==> src/rtl/acg_consts.vh <==
`ifndef ACG_CONSTS_VH
`define ACG_CONSTS_VH

// Register indices; the Avalon byte address is four times the index.
`define ACG_IDX_CTRL 8'h30
`define ACG_IDX_CTS0 8'h31
`define ACG_IDX_CTS1 8'h32
`define ACG_IDX_CTS2 8'h33
`define ACG_IDX_N0 8'h34
`define ACG_IDX_N1 8'h35
`define ACG_IDX_N2C 8'h36
`define ACG_IDX_STATUS 8'h37
`define ACG_NUM_RW 7

// Field positions in the clock control register.
`define ACG_CTRL_FRAME 7
`define ACG_CTRL_MBR_HI 6
`define ACG_CTRL_MBR_LO 5
`define ACG_CTRL_CDIV_HI 4
`define ACG_CTRL_CDIV_LO 3
`define ACG_CTRL_CLEAN_HI 2
`define ACG_CTRL_CLEAN_LO 1
`define ACG_CTRL_MASTER 0

// Field positions in the divisor top and filter register.
`define ACG_N2C_SHIFT_HI 7
`define ACG_N2C_SHIFT_LO 4
`define ACG_N2C_NTOP_HI 3
`define ACG_N2C_NTOP_LO 0

// Field positions in the cleaner status register.
`define ACG_STS_IN_HI 5
`define ACG_STS_IN_LO 3
`define ACG_STS_OUT_HI 2
`define ACG_STS_OUT_LO 0

// Reset values.
`define ACG_REG_RESET 8'h00
`define ACG_STEP_RESET 16'h4000

// Last bit clock count of a word select half frame, for 64 and 32 bit frames.
`define ACG_HALF_FRAME64 5'h1F
`define ACG_HALF_FRAME32 5'h0F

// Input level the cleaner loop steers towards.
`define ACG_IN_TARGET 4'h4

`endif

==> src/rtl/acg_clock_cleaner.v <==
`timescale 1ns/1ps
`include "acg_consts.vh"

module acg_clock_cleaner (
    input wire core_clk,
    input wire reset_n,
    input wire enable,
    input wire src_event,
    input wire ref_tick,
    input wire [1:0] clean_ratio,
    input wire [3:0] loop_filter_shift,
    output reg clean_clk,
    output reg [2:0] cleaner_input_level,
    output reg [2:0] cleaner_output_level
);

    reg [15:0] phase;
    reg [15:0] step;
    wire [16:0] nco_sum = {1'b0, phase} + {1'b0, step};
    wire nco_tick = ref_tick & nco_sum[16];
    wire [3:0] level_err = {1'b0, cleaner_input_level} - `ACG_IN_TARGET;
    // Feedback is scaled down by two to the loop filter shift.
    wire signed [15:0] err_wide = $signed({{4{level_err[3]}}, level_err, 8'h00});
    wire signed [15:0] err_scaled = err_wide >>> loop_filter_shift; // RULE_08
    reg [2:0] ratio_n;
    reg [3:0] out_sum;

    // Output events per cleaned clock toggle.
    always @*
    begin
        case (clean_ratio)
            2'h1: ratio_n = 3'h1;
            2'h2: ratio_n = 3'h2;
            default: ratio_n = 3'h4;
        endcase
        out_sum = {1'b0, cleaner_output_level} + {3'h0, nco_tick};
    end

    // Input FIFO counts source edges not yet matched by an NCO tick.
    // It saturates at seven so a runaway source cannot wrap the level.
    always @(posedge core_clk)
    begin
        if (!reset_n || !enable)
        begin
            cleaner_input_level <= 3'h0;
        end
        else if (src_event && !nco_tick && cleaner_input_level != 3'h7)
        begin
            cleaner_input_level <= cleaner_input_level + 3'h1;
        end
        else if (nco_tick && !src_event && cleaner_input_level != 3'h0)
        begin
            cleaner_input_level <= cleaner_input_level - 3'h1;
        end
    end

    // The NCO runs on the reference; its step follows the input level.
    always @(posedge core_clk)
    begin
        if (!reset_n || !enable)
        begin
            phase <= 16'h0000;
            step <= `ACG_STEP_RESET;
        end
        else
        begin
            if (ref_tick)
            begin
                phase <= nco_sum[15:0];
            end
            if (src_event)
            begin
                step <= step + err_scaled; // RULE_04
            end
        end
    end

    // Output FIFO releases one clean toggle per ratio of NCO ticks.
    always @(posedge core_clk)
    begin
        if (!reset_n || !enable)
        begin
            cleaner_output_level <= 3'h0;
            clean_clk <= 1'b0;
        end
        else if (out_sum >= {1'b0, ratio_n})
        begin
            cleaner_output_level <= out_sum[2:0] - ratio_n; // RULE_04
            clean_clk <= ~clean_clk;
        end
        else
        begin
            cleaner_output_level <= out_sum[2:0];
        end
    end

endmodule

==> src/rtl/acg_audio_clock_generator.v <==
`timescale 1ns/1ps
`include "acg_consts.vh"

// Function
// RULE_01: Frame bit picks 64 or 32 bit clocks.
// RULE_02: Ratio field picks 4, 2, 1, 8 master clocks.
// RULE_03: Divider picks VCO/8, /4, /2 or oscillator.
// RULE_04: Nonzero clean mode cleans clock; ratios 1,2,4.
// RULE_05: Master bit drives bit clock and word select.
// RULE_06: Nonzero 24-bit time stamp regenerates audio clock.
// RULE_07: Nonzero 20-bit divisor joins clock regeneration.
// RULE_08: Loop filter divides feedback by two^shift.
// RULE_09: Status shows input and output FIFO levels.
// RULE_10: Master divides master clock, toggles word select.
module acg_audio_clock_generator (
    input wire core_clk,
    input wire reset_n,
    input wire [9:0] avs_address,
    input wire avs_read,
    input wire avs_write,
    input wire [31:0] avs_writedata,
    input wire [3:0] avs_byteenable,
    output reg [31:0] avs_readdata,
    output reg avs_waitrequest,
    input wire master_clock_pin,
    input wire link_pll_vco_clock,
    input wire always_on_oscillator,
    input wire bit_clock_in,
    input wire word_select_pin_in,
    output reg bit_clock_out,
    output reg bit_clock_oe_n,
    output reg word_select_pin_out,
    output reg word_select_pin_oe_n,
    output reg audio_clock,
    output reg audio_word_select
);

    ////////////////////////////////////////////////////////////////////////
    // Pin synchronisers.

    localparam NUM_PINS = 5;
    localparam PIN_MCLK = 0;
    localparam PIN_BCLK = 1;
    localparam PIN_WS = 2;
    localparam PIN_VCO = 3;
    localparam PIN_AON = 4;

    wire [NUM_PINS-1:0] pin_raw = {always_on_oscillator, link_pll_vco_clock,
                                   word_select_pin_in, bit_clock_in, master_clock_pin};
    reg [NUM_PINS-1:0] pin_meta;
    reg [NUM_PINS-1:0] pin_sync;
    reg [NUM_PINS-1:0] pin_prev;
    wire [NUM_PINS-1:0] pin_rise = pin_sync & ~pin_prev;
    wire [NUM_PINS-1:0] pin_edge = pin_sync ^ pin_prev;

    // Every pin passes three flops; only the second and later are read.
    genvar gi;
    generate
        for (gi = 0; gi < NUM_PINS; gi = gi + 1)
        begin : g_sync
            always @(posedge core_clk)
            begin
                if (!reset_n)
                begin
                    pin_meta[gi] <= 1'b0;
                    pin_sync[gi] <= 1'b0;
                    pin_prev[gi] <= 1'b0;
                end
                else
                begin
                    pin_meta[gi] <= pin_raw[gi];
                    pin_sync[gi] <= pin_meta[gi];
                    pin_prev[gi] <= pin_sync[gi];
                end
            end
        end
    endgenerate

    ////////////////////////////////////////////////////////////////////////
    // Register file and Avalon slave.

    reg [7:0] regs [0:`ACG_NUM_RW-1];
    wire [7:0] word_idx = avs_address[9:2];
    wire idx_hit = (word_idx >= `ACG_IDX_CTRL) && (word_idx <= `ACG_IDX_STATUS);
    wire [7:0] idx_off = word_idx - `ACG_IDX_CTRL;
    wire [2:0] reg_sel = idx_off[2:0];
    wire [2:0] cleaner_input_level;
    wire [2:0] cleaner_output_level;
    wire [7:0] status_val;
    reg [7:0] next_readdata;

    assign status_val = {2'h0, cleaner_input_level, cleaner_output_level}; // RULE_09

    // Read multiplexer; unmapped and reserved bits read as zero.
    always @*
    begin
        next_readdata = 8'h00;
        if (idx_hit)
        begin
            if (reg_sel == 3'h7)
            begin
                next_readdata = status_val; // RULE_09
            end
            else
            begin
                next_readdata = regs[reg_sel];
            end
        end
    end

    // Each access waits one cycle: waitrequest drops in the cycle after the
    // request shows up, and the access completes at that edge. Registering
    // readdata that way keeps the read path off the bus timing.
    always @(posedge core_clk)
    begin
        if (!reset_n)
        begin
            avs_waitrequest <= 1'b1;
            avs_readdata <= 32'h0000_0000;
        end
        else if ((avs_read || avs_write) && avs_waitrequest)
        begin
            avs_waitrequest <= 1'b0;
            avs_readdata <= avs_read ? {24'h00_0000, next_readdata} : avs_readdata;
        end
        else
        begin
            avs_waitrequest <= 1'b1;
        end
    end

    // Writes land at the completing edge; the status word is read only.
    genvar ri;
    generate
        for (ri = 0; ri < `ACG_NUM_RW; ri = ri + 1)
        begin : g_regs
            always @(posedge core_clk)
            begin
                if (!reset_n)
                begin
                    regs[ri] <= `ACG_REG_RESET;
                end
                else if (avs_write && !avs_waitrequest && idx_hit && avs_byteenable[0]
                         && reg_sel == ri)
                begin
                    regs[ri] <= avs_writedata[7:0];
                end
            end
        end
    endgenerate

    ////////////////////////////////////////////////////////////////////////
    // Control fields.

    wire [7:0] ctrl = regs[0];
    wire frame32 = ctrl[`ACG_CTRL_FRAME];
    wire [1:0] mbr_sel = ctrl[`ACG_CTRL_MBR_HI:`ACG_CTRL_MBR_LO];
    wire [1:0] cdiv_sel = ctrl[`ACG_CTRL_CDIV_HI:`ACG_CTRL_CDIV_LO];
    wire [1:0] clean_mode = ctrl[`ACG_CTRL_CLEAN_HI:`ACG_CTRL_CLEAN_LO];
    wire master = ctrl[`ACG_CTRL_MASTER];
    wire [23:0] time_stamp = {regs[3], regs[2], regs[1]}; // RULE_06
    wire [19:0] regen_divisor = {regs[6][`ACG_N2C_NTOP_HI:`ACG_N2C_NTOP_LO],
                                 regs[5], regs[4]}; // RULE_07
    wire [3:0] loop_filter_shift = regs[6][`ACG_N2C_SHIFT_HI:`ACG_N2C_SHIFT_LO];

    ////////////////////////////////////////////////////////////////////////
    // Master mode bit clock and word select generation.

    reg [3:0] mclk_edges_per_half;
    reg [3:0] mclk_cnt;
    reg [4:0] ws_cnt;
    wire [4:0] ws_half_last = frame32 ? `ACG_HALF_FRAME32 : `ACG_HALF_FRAME64; // RULE_01

    // A bit clock of ratio R master periods toggles every R master edges,
    // so ratio 1 simply follows the master clock edge for edge.
    always @*
    begin
        case (mbr_sel)
            2'h0: mclk_edges_per_half = 4'h4; // RULE_02
            2'h1: mclk_edges_per_half = 4'h2;
            2'h2: mclk_edges_per_half = 4'h1;
            default: mclk_edges_per_half = 4'h8;
        endcase
    end

    // Word select flips on the bit clock falling edge after each half frame.
    always @(posedge core_clk)
    begin
        if (!reset_n || !master)
        begin
            mclk_cnt <= 4'h0;
            ws_cnt <= 5'h00;
            bit_clock_out <= 1'b0;
            word_select_pin_out <= 1'b0;
        end
        else if (pin_edge[PIN_MCLK])
        begin
            if (mclk_cnt + 4'h1 >= mclk_edges_per_half)
            begin
                mclk_cnt <= 4'h0;
                bit_clock_out <= ~bit_clock_out; // RULE_10
                if (bit_clock_out)
                begin
                    if (ws_cnt == ws_half_last)
                    begin
                        ws_cnt <= 5'h00;
                        word_select_pin_out <= ~word_select_pin_out; // RULE_10
                    end
                    else
                    begin
                        ws_cnt <= ws_cnt + 5'h01;
                    end
                end
            end
            else
            begin
                mclk_cnt <= mclk_cnt + 4'h1;
            end
        end
    end

    // Pin direction: enables are low while the pins are driven.
    always @(posedge core_clk)
    begin
        if (!reset_n)
        begin
            bit_clock_oe_n <= 1'b1;
            word_select_pin_oe_n <= 1'b1;
        end
        else
        begin
            bit_clock_oe_n <= ~master; // RULE_05
            word_select_pin_oe_n <= ~master; // RULE_05
        end
    end

    ////////////////////////////////////////////////////////////////////////
    // Audio clock regeneration from the link PLL VCO.

    wire regen_on = (time_stamp != 24'h00_0000) && (regen_divisor != 20'h0_0000);
    reg [23:0] regen_acc;
    reg regen_clk;
    wire [24:0] acc_sum = {1'b0, regen_acc} + {5'h00, regen_divisor};
    wire [24:0] acc_wrap = acc_sum - {1'b0, time_stamp};

    // Fractional accumulator: each VCO edge adds the divisor, and every
    // wrap past the time stamp toggles the regenerated clock. A divisor
    // above the time stamp saturates at one toggle per VCO edge.
    always @(posedge core_clk)
    begin
        if (!reset_n || !regen_on)
        begin
            regen_acc <= 24'h00_0000;
            regen_clk <= 1'b0;
        end
        else if (pin_rise[PIN_VCO])
        begin
            if (acc_sum >= {1'b0, time_stamp})
            begin
                regen_acc <= acc_wrap[23:0]; // RULE_06
                regen_clk <= ~regen_clk; // RULE_07
            end
            else
            begin
                regen_acc <= acc_sum[23:0];
            end
        end
    end

    ////////////////////////////////////////////////////////////////////////
    // Cleaner reference selection.

    reg [2:0] vco_div_cnt;
    reg ref_tick;

    // Free running VCO edge counter for the divided references.
    always @(posedge core_clk)
    begin
        if (!reset_n)
        begin
            vco_div_cnt <= 3'h0;
        end
        else if (pin_rise[PIN_VCO])
        begin
            vco_div_cnt <= vco_div_cnt + 3'h1;
        end
    end

    // One reference tick per divided VCO period or per oscillator edge.
    always @*
    begin
        case (cdiv_sel)
            2'h0: ref_tick = pin_rise[PIN_VCO] && (vco_div_cnt == 3'h7); // RULE_03
            2'h1: ref_tick = pin_rise[PIN_VCO] && (vco_div_cnt[1:0] == 2'h3);
            2'h2: ref_tick = pin_rise[PIN_VCO] && vco_div_cnt[0];
            default: ref_tick = pin_rise[PIN_AON];
        endcase
    end

    ////////////////////////////////////////////////////////////////////////
    // Clock source, cleaner and audio clock outputs.

    wire src_clk = regen_on ? regen_clk : (master ? bit_clock_out : pin_sync[PIN_BCLK]);
    reg src_prev;
    wire clean_clk;

    // Edge detect on the chosen source feeds the cleaner input FIFO.
    always @(posedge core_clk)
    begin
        if (!reset_n)
        begin
            src_prev <= 1'b0;
        end
        else
        begin
            src_prev <= src_clk;
        end
    end

    acg_clock_cleaner u_cleaner (
        .core_clk(core_clk),
        .reset_n(reset_n),
        .enable(clean_mode != 2'h0),
        .src_event(src_clk ^ src_prev),
        .ref_tick(ref_tick),
        .clean_ratio(clean_mode),
        .loop_filter_shift(loop_filter_shift),
        .clean_clk(clean_clk),
        .cleaner_input_level(cleaner_input_level),
        .cleaner_output_level(cleaner_output_level)
    );

    // Clean mode zero bypasses the cleaner and passes the source through.
    always @(posedge core_clk)
    begin
        if (!reset_n)
        begin
            audio_clock <= 1'b0;
            audio_word_select <= 1'b0;
        end
        else
        begin
            audio_clock <= (clean_mode == 2'h0) ? src_clk : clean_clk; // RULE_04
            audio_word_select <= master ? word_select_pin_out : pin_sync[PIN_WS];
        end
    end

endmodule

==> config.mk <==
export PLATFORM = sky130hd
export DESIGN_NAME = acg_audio_clock_generator
export DESIGN_NICKNAME = d
export VERILOG_FILES = /design/src/rtl/acg_clock_cleaner.v /design/src/rtl/acg_audio_clock_generator.v
export VERILOG_INCLUDE_DIRS = /design/src /design/src/rtl
export SDC_FILE = /design/constraint.sdc
export NUM_CORES = 1
export LEC_CHECK = 0
export BUFFER_PORTS_ARGS = -buffer_cell sky130_fd_sc_hd__buf_4
export CAP_MARGIN = 20
export CORE_ASPECT_RATIO = 1.4
export CORE_MARGIN = 3
export CORE_UTILIZATION = 40
export DETAILED_ROUTE_END_ITERATION = 10
export PLACE_DENSITY = 0.59
export SLEW_MARGIN = 20
export SYNTH_ARGS = -nofsm -noshare
export SYNTH_HDL_FRONTEND = slang
export SYNTH_SLANG_ARGS = --single-unit
==> constraint.sdc <==
create_clock -name core_clk -period 5.3 [get_ports core_clk]
set_clock_uncertainty 0.1 [all_clocks]
set_input_delay 0.795 -clock core_clk [delete_from_list [all_inputs] [get_ports core_clk]]
set_output_delay 0.795 -clock core_clk [all_outputs]
set_load 0.01 [all_outputs]
==> qor.yml, run 1 <==
critical_path:
  timing.reg2reg.worst_path_depth: 19
  crit_path_max_incr_delay_ps: 480
  capture_point_of_the_worst_reg_to_reg_path: "regen_acc[9]"
  crit_family: "compound AO/OA/AOI/OAI gates"
  type_of_the_setup_path_with_the_least_slack: "flop to flop"
  reg2reg_setup_slack_ps: 190
  cpMaxStageDelayCell: "sky130_fd_sc_hd__or4_4"
  crit-reg2reg-launch: "regs[4][2]"
  worst_setup_path_end_kind: "flop"
  timing.critical_path.arrival_ps: 5360
  timing.critical_path.buf_inv: 1
  critical_path_data_required_time_ps: 5550
  critical_path.cell_chain: "ha_1 > o21ai_0 > o21a_1 > o211a_1 > o31a_1 > nor2_1 > a41o_1 > nor2_1 > ha_1 > and4_4 > and3_1 > and3_1 > o2111ai_1 > nor4b_4 > o21ai_4 > nor2_8 > buf_12 > or4_4 > a311oi_2"
  start_kind: "flop"
  crit_fanout: 14
grt:
  gr-usage-met2_pct: 36.5
  grt_util_met3_pct: 2.65
  grt_most_used_layer: "met2"
  antenna_found_initial: 0
  grt_pass1_wl_um: 45200
  grt_start_max_net_pins: 47
  grt_pass1_vias: 8763
  grt.overflow.total: 0
  globalRouteMet1Util_pct: 20.4
  grtUsageTotal_pct: 19.1
final_layout:
  final_area_sq_um: 12500
  drive_above_1_share_pct: 12.7
  leading_cell_types_in_the_layout_fill_and_taps_excluded: "104 x sky130_fd_sc_hd__dfxtp_1, 102 x sky130_fd_sc_hd__nor2_1, 95 x sky130_fd_sc_hd__nand2_1"
  diodes: 0
  post-route-util_pct: 46.0
  instances_no_fill: 1639
  finalNetCount: 1416
  multiInputGateArea_sq_um: 6950
  areaGrowthSynthToFinish_pct: 11.9
  layout.cells.most_common: "sky130_fd_sc_hd__dfxtp_1"
  area.sequential_sq_um: 3760
  layout.filler_cells: 2667
clocking:
  cts_tree: "yes"
  holdBufCountCts: 0
  cts_buffer_depth: 2
  cts_made_buffers: 17
  clkSlewWorstSetupHoldPaths_ps: 70
  cts.htree.levels: 4
  insertion_delay_ps: 430
  clockRootBuffer: "sky130_fd_sc_hd__clkbuf_16"
  clock_sink_count: 160
floorplanning:
  core_sq_um: 27200
  die_width_um: 147
  top_level_ports: 94
  start_util_pct: 41.1
  floorplan.rows: 71
  dieHeight_um: 204
  dieArea_sq_um: 30000
route:
  drt_pass1_iterations: 5
  routed_via_density: 5.38
  drt.antenna.violating_nets: 0
  vias: 8825
  wl_per_cell_um: 17.5
  initialDrtViolationCount: 448
  drt_wl_total_um: 28700
  drc_markers: 0
pwr:
  total_switching_power_mw: 0.913
  clockPowerShare_pct: 38.4
  leakagePower_nw: 5.24
  total_power_mw: 3.18
  power.switching_fraction_pct: 28.7
  internal-power_mw: 2.27
  power-per-cell-area_nw_per_um2: 254
  ir_drop_worst_case_vdd_v: 0.000227
  combPwrFrac_pct: 19.2
  power.share.sequential_pct: 42.3
yosys:
  ys_warn_count: 0
  asyncSetResetFlopFracSynth_pct: 0
  syn_area_per_cell_sq_um: 9.21
  synth_seq_area_share_pct: 33.7
  mappedNetlistArea_sq_um: 11200
  synth_enable_flop_cells: 56
  synth.distinct_cells: 92
  ys_ff_latch: 160
  synthFlopType: "sky130_fd_sc_hd__dfxtp_1"
  syn-instance-count: 1214
worst_hold_path:
  hold_path.class: "flop to flop"
  hold_path_startpoint: "pin_meta[2]"
  hold_path_depth: 1
  min_delay_worst_endpoint: "pin_sync[2]"
placement:
  io_buffers: 40
  post-dp-hpwl_um: 22400
  placed_area_sq_um: 11900
  gp_congestion: 0.936
  dpl.cell_count: 1603
  place_worst_setup_slack_ps: -27.8
timing:
  final_hold_viol_count: 0
  slew_headroom_pct: 46.6
  final.hold.worst_slack_ps: 334
  finalSetupTns_ps: 0
  final-setup-viol-count: 0
  final_max_slew_viol_count: 0
  timing_worst_slew_pin_value_ps: 801
  final_critical_path_setup_slack_ps: 188
  maxClockFrequency_mhz: 196
  rsz0062_at_grt: "no"
  min_period_over_period_pct: 96.5
  fin_crit_ps: 5110
status:
  status: "finished clean"
flow_run:
  maximum_capacitance_violations: 0
[metal layers]
layer / vias up / part of all wire, %
met1: 4184 / 39
met3: 70 / 2.5
met2: 131 / 54
li1: 4440 / -
met4: 0 / 4.1
met5: - / 0
[power by group through the flow]
| stage | Sequential (mW) | Clock [mW] | Combinational (mW) |
|---|---|---|---|
| 2_1_floorplan | 1.35 | 0 | 0.453 |
| 3_3_place_gp | 1.37 | 0 | 0.584 |
| 3_5_place_dp | 1.37 | 0 | 0.590 |
| 4_1_cts | 1.34 | 1.24 | 0.599 |
| 5_1_grt | 1.35 | 1.29 | 0.668 |
| 6_report | 1.35 | 1.22 | 0.611 |
[how the worst max path moves through the flow]
| stage | end | start | cells past startpoint |
|---|---|---|---|
| floorplan | regen_acc[16] | regs[4][0] | 20 |
| detailed placement | regen_acc[9] | regs[4][0] | 20 |
| CTS | regen_acc[9] | regs[4][0] | 20 |
| global route | regen_acc[9] | regs[4][2] | 19 |
| global placement | regen_acc[9] | regs[4][0] | 20 |
| finish | regen_acc[9] | regs[4][2] | 19 |
[Yosys cell counts (all sizes together) (33+ instances only)]
library cell / count / area (sq um)
inv: 57 / 214
dfxtp: 104 / 2080
edfxtp: 56 / 1680
o21ai: 45 / 240
a211oi: 33 / 263
mux2i: 50 / 500
ha: 94 / 1180
xnor2: 51 / 447
nor2: 105 / 415
nand2: 95 / 357
and2: 83 / 521
a21oi: 71 / 363
buf: 33 / 253
[repair_timing]
action,4_1_cts,5_1_grt
gates resized for setup,2,8
pin swaps,1,5
endpoints found under the setup margin,1,25
setup buffers,1,3
[final cells by class]
type | instances | share of cell area [%]
well taps | 365 | 3.65
flip-flops and latches | 160 | 30.1
repair buffers | 71 | 4.46
clock inverters | 13 | 1.09
clock buffers | 19 | 3.46
inverters | 57 | 1.71
multi-input cells | 954 | 55.5
[kinds of logic after synthesis]
| family | synth area share [%] |
|---|---|
| compound gates | 16.3 |
| xor+xnor | 6.19 |
| fa+ha+maj | 11.6 |
| buf+inv | 5.52 |
| flops | 33.7 |
| mux | 7.70 |
| other cells | 0.0335 |
| simple gates | 19.0 |
[flip-flops by register name (all words and copies together), names as in the netlist, 3 cells and up]
| register | count |
|---|---|
| regen_acc | 24 |
| ws_cnt | 5 |
| avs_readdata | 8 |
| pin_prev | 3 |
| pin_meta | 5 |
| pin_sync | 5 |
| u_cleaner.step | 16 |
| u_cleaner.phase | 16 |
| mclk_cnt | 4 |
| u_cleaner.cleaner_input_level | 3 |
| regs | 56 |
| vco_div_cnt | 3 |
| u_cleaner.cleaner_output_level | 3 |
Power figures use the tool's default switching activity.
==> run 2, diff against run 1 <==
--- a/config.mk
+++ b/config.mk
@@ -12,6 +12,7 @@
 export CORE_MARGIN = 3
 export CORE_UTILIZATION = 40
 export DETAILED_ROUTE_END_ITERATION = 10
+export MAX_ROUTING_LAYER = met4
 export PLACE_DENSITY = 0.59
 export SLEW_MARGIN = 20
 export SYNTH_ARGS = -nofsm -noshare
==> run 2 against run 1 <==
Effect of this change:
- worst hold slack better by 1.2 ps
- largest power group unchanged
- critical path type unchanged
- total power down 0.14%
- setup slack better by 8.5 ps
- routed wire length about the same
- register-to-register slack about the same
- global-route usage up 0.56 points
- die area unchanged
==> qor.yml, run 2 (synthesis results as in run 1) <==
grt:
  grt_pass1_vias: 8761
  grt_start_max_net_pins: 47
  grt_pass1_wl_um: 45300
  grt.overflow.total: 0
  antenna_found_initial: 0
  grtUsageTotal_pct: 19.6
clocking:
  cts_tree: "yes"
  cts_buffer_depth: 2
  clkSlewWorstSetupHoldPaths_ps: 60
  clockRootBuffer: "sky130_fd_sc_hd__clkbuf_16"
  cts_made_buffers: 17
  cts.htree.levels: 4
  clock_sink_count: 160
  insertion_delay_ps: 440
  holdBufCountCts: 0
route:
  drt_wl_total_um: 28700
  drt.antenna.violating_nets: 0
  vias: 8829
  initialDrtViolationCount: 439
  wl_per_cell_um: 17.5
  drt_pass1_iterations: 5
  drc_markers: 0
  routed_via_density: 5.39
floorplanning:
  core_sq_um: 27200
  top_level_ports: 94
  die_width_um: 147
  start_util_pct: 41.1
  dieArea_sq_um: 30000
  dieHeight_um: 204
  floorplan.rows: 71
pwr:
  leakagePower_nw: 5.24
  total_power_mw: 3.17
  ir_drop_worst_case_vdd_v: 0.000228
  power-per-cell-area_nw_per_um2: 254
flow_run:
  maximum_capacitance_violations: 0
critical_path:
  crit_fanout: 14
  type_of_the_setup_path_with_the_least_slack: "flop to flop"
  critical_path_data_required_time_ps: 5550
  timing.critical_path.arrival_ps: 5350
  worst_setup_path_end_kind: "flop"
  start_kind: "flop"
  timing.reg2reg.worst_path_depth: 19
  timing.critical_path.buf_inv: 1
  crit_path_max_incr_delay_ps: 480
  cpMaxStageDelayCell: "sky130_fd_sc_hd__or4_4"
  logic_depth_of_the_worst_setup_path_including_buffers: 19
  critical_path.cell_chain: "ha_1 > o21ai_0 > o21a_1 > o211a_1 > o31a_1 > nor2_1 > a41o_1 > nor2_1 > ha_1 > and4_4 > and3_1 > and3_1 > o2111ai_1 > nor4b_4 > o21ai_4 > nor2_8 > buf_12 > or4_4 > a311oi_2"
  crit_family: "compound AO/OA/AOI/OAI gates"
final_layout:
  diodes: 0
  layout_top_registers: "regs x56, regen_acc x24"
  max_flop_register: "regs"
  largest_register_ffs: 56
  drive_above_1_share_pct: 12.7
  layout.cells.most_common: "sky130_fd_sc_hd__dfxtp_1"
  finalNetCount: 1416
  leading_cell_types_in_the_layout_fill_and_taps_excluded: "104 x sky130_fd_sc_hd__dfxtp_1, 102 x sky130_fd_sc_hd__nor2_1, 95 x sky130_fd_sc_hd__nand2_1"
  areaGrowthSynthToFinish_pct: 11.9
placement:
  place_worst_setup_slack_ps: -27.8
  gp_congestion: 0.953
  io_buffers: 40
  post-dp-hpwl_um: 22400
timing:
  finalSetupTns_ps: 0
  final_max_slew_viol_count: 0
  rsz0062_at_grt: "no"
  maxClockFrequency_mhz: 196
  timing_worst_slew_pin_value_ps: 776
  min_period_over_period_pct: 96.3
  final-setup-viol-count: 0
  fin_crit_ps: 5100
  final_hold_viol_count: 0
  slew_headroom_pct: 47.9
  final_critical_path_setup_slack_ps: 196
  final.hold.worst_slack_ps: 335
worst_hold_path:
  hold_path_depth: 1
  hold_path.class: "flop to flop"
status:
  status: "finished clean"
-- run 2: cell counts in the layout (fill, tap and decap cells not counted) --
Identical to the previous run, type by type.
-- run 2: layer usage --
metal | part of all wire, % | global-route usage (%) | wire length (um)
met1 | 39 | 20.3 | 11200
met2 | 54 | 36.5 | 15600
met3 | 2.2 | 2.40 | 617
met4 | 4.3 | 9.73 | 1250
met5 | 0 | - | 0
-- run 2: per-stage QoR --
stage | area (sq um) | util, % | std cells
after global routing | 12500 | 46.0 | 1639
after global placement | 11900 | 43.6 | 1603
final | 12500 | 46.0 | 1639
after detailed placement | 11900 | 43.6 | 1603
after floorplan | 11300 | - | 1237
after CTS | 12500 | 45.8 | 1636
-- run 2: worst register-to-register path: stages (launching register included) --
cell	delay, ps
sky130_fd_sc_hd__edfxtp_1	470
sky130_fd_sc_hd__ha_1	430
sky130_fd_sc_hd__o21ai_0	130
sky130_fd_sc_hd__o21a_1	220
sky130_fd_sc_hd__o211a_1	290
sky130_fd_sc_hd__o31a_1	340
sky130_fd_sc_hd__nor2_1	190
sky130_fd_sc_hd__a41o_1	340
sky130_fd_sc_hd__nor2_1	120
sky130_fd_sc_hd__ha_1	320
sky130_fd_sc_hd__and4_4	220
sky130_fd_sc_hd__and3_1	170
sky130_fd_sc_hd__and3_1	150
sky130_fd_sc_hd__o2111ai_1	140
sky130_fd_sc_hd__nor4b_4	180
sky130_fd_sc_hd__o21ai_4	270
sky130_fd_sc_hd__nor2_8	60
sky130_fd_sc_hd__buf_12	160
sky130_fd_sc_hd__or4_4	490
sky130_fd_sc_hd__a311oi_2	230
-- run 2: cell type report --
class | instances | area, sq um
Fill cell | 2667 | 14700
Multi-Input combinational cell | 954 | 6950
Sequential cell | 160 | 3760
Timing Repair Buffer | 71 | 558
Tap cell | 365 | 457
Clock buffer | 19 | 433
Inverter | 57 | 214
Clock inverter | 13 | 136
-- run 2: path summary, 6_finish.rpt --
check,end,slack [ps],start
setup / recovery,regen_acc[9],200,regs[4][2]
hold / removal,pin_sync[2],330,pin_meta[2]
setup reg to reg,regen_acc[9],200,regs[4][2]
hold reg to reg,pin_sync[2],330,pin_meta[2]
-- run 2: what timing repair did --
item                       CTS  global route
setup buffers                1             3
gates resized for setup      2             8
pin swaps                    1             5
setup endpoints to repair    1            25
-- run 2: report_power, final --
part / switching [mW] / internal [mW] / total (mW)
logic: 0.344 / 0.266 / 0.610
clock network: 0.523 / 0.694 / 1.22
registers: 0.0408 / 1.30 / 1.35
total: 0.908 / 2.26 / 3.17
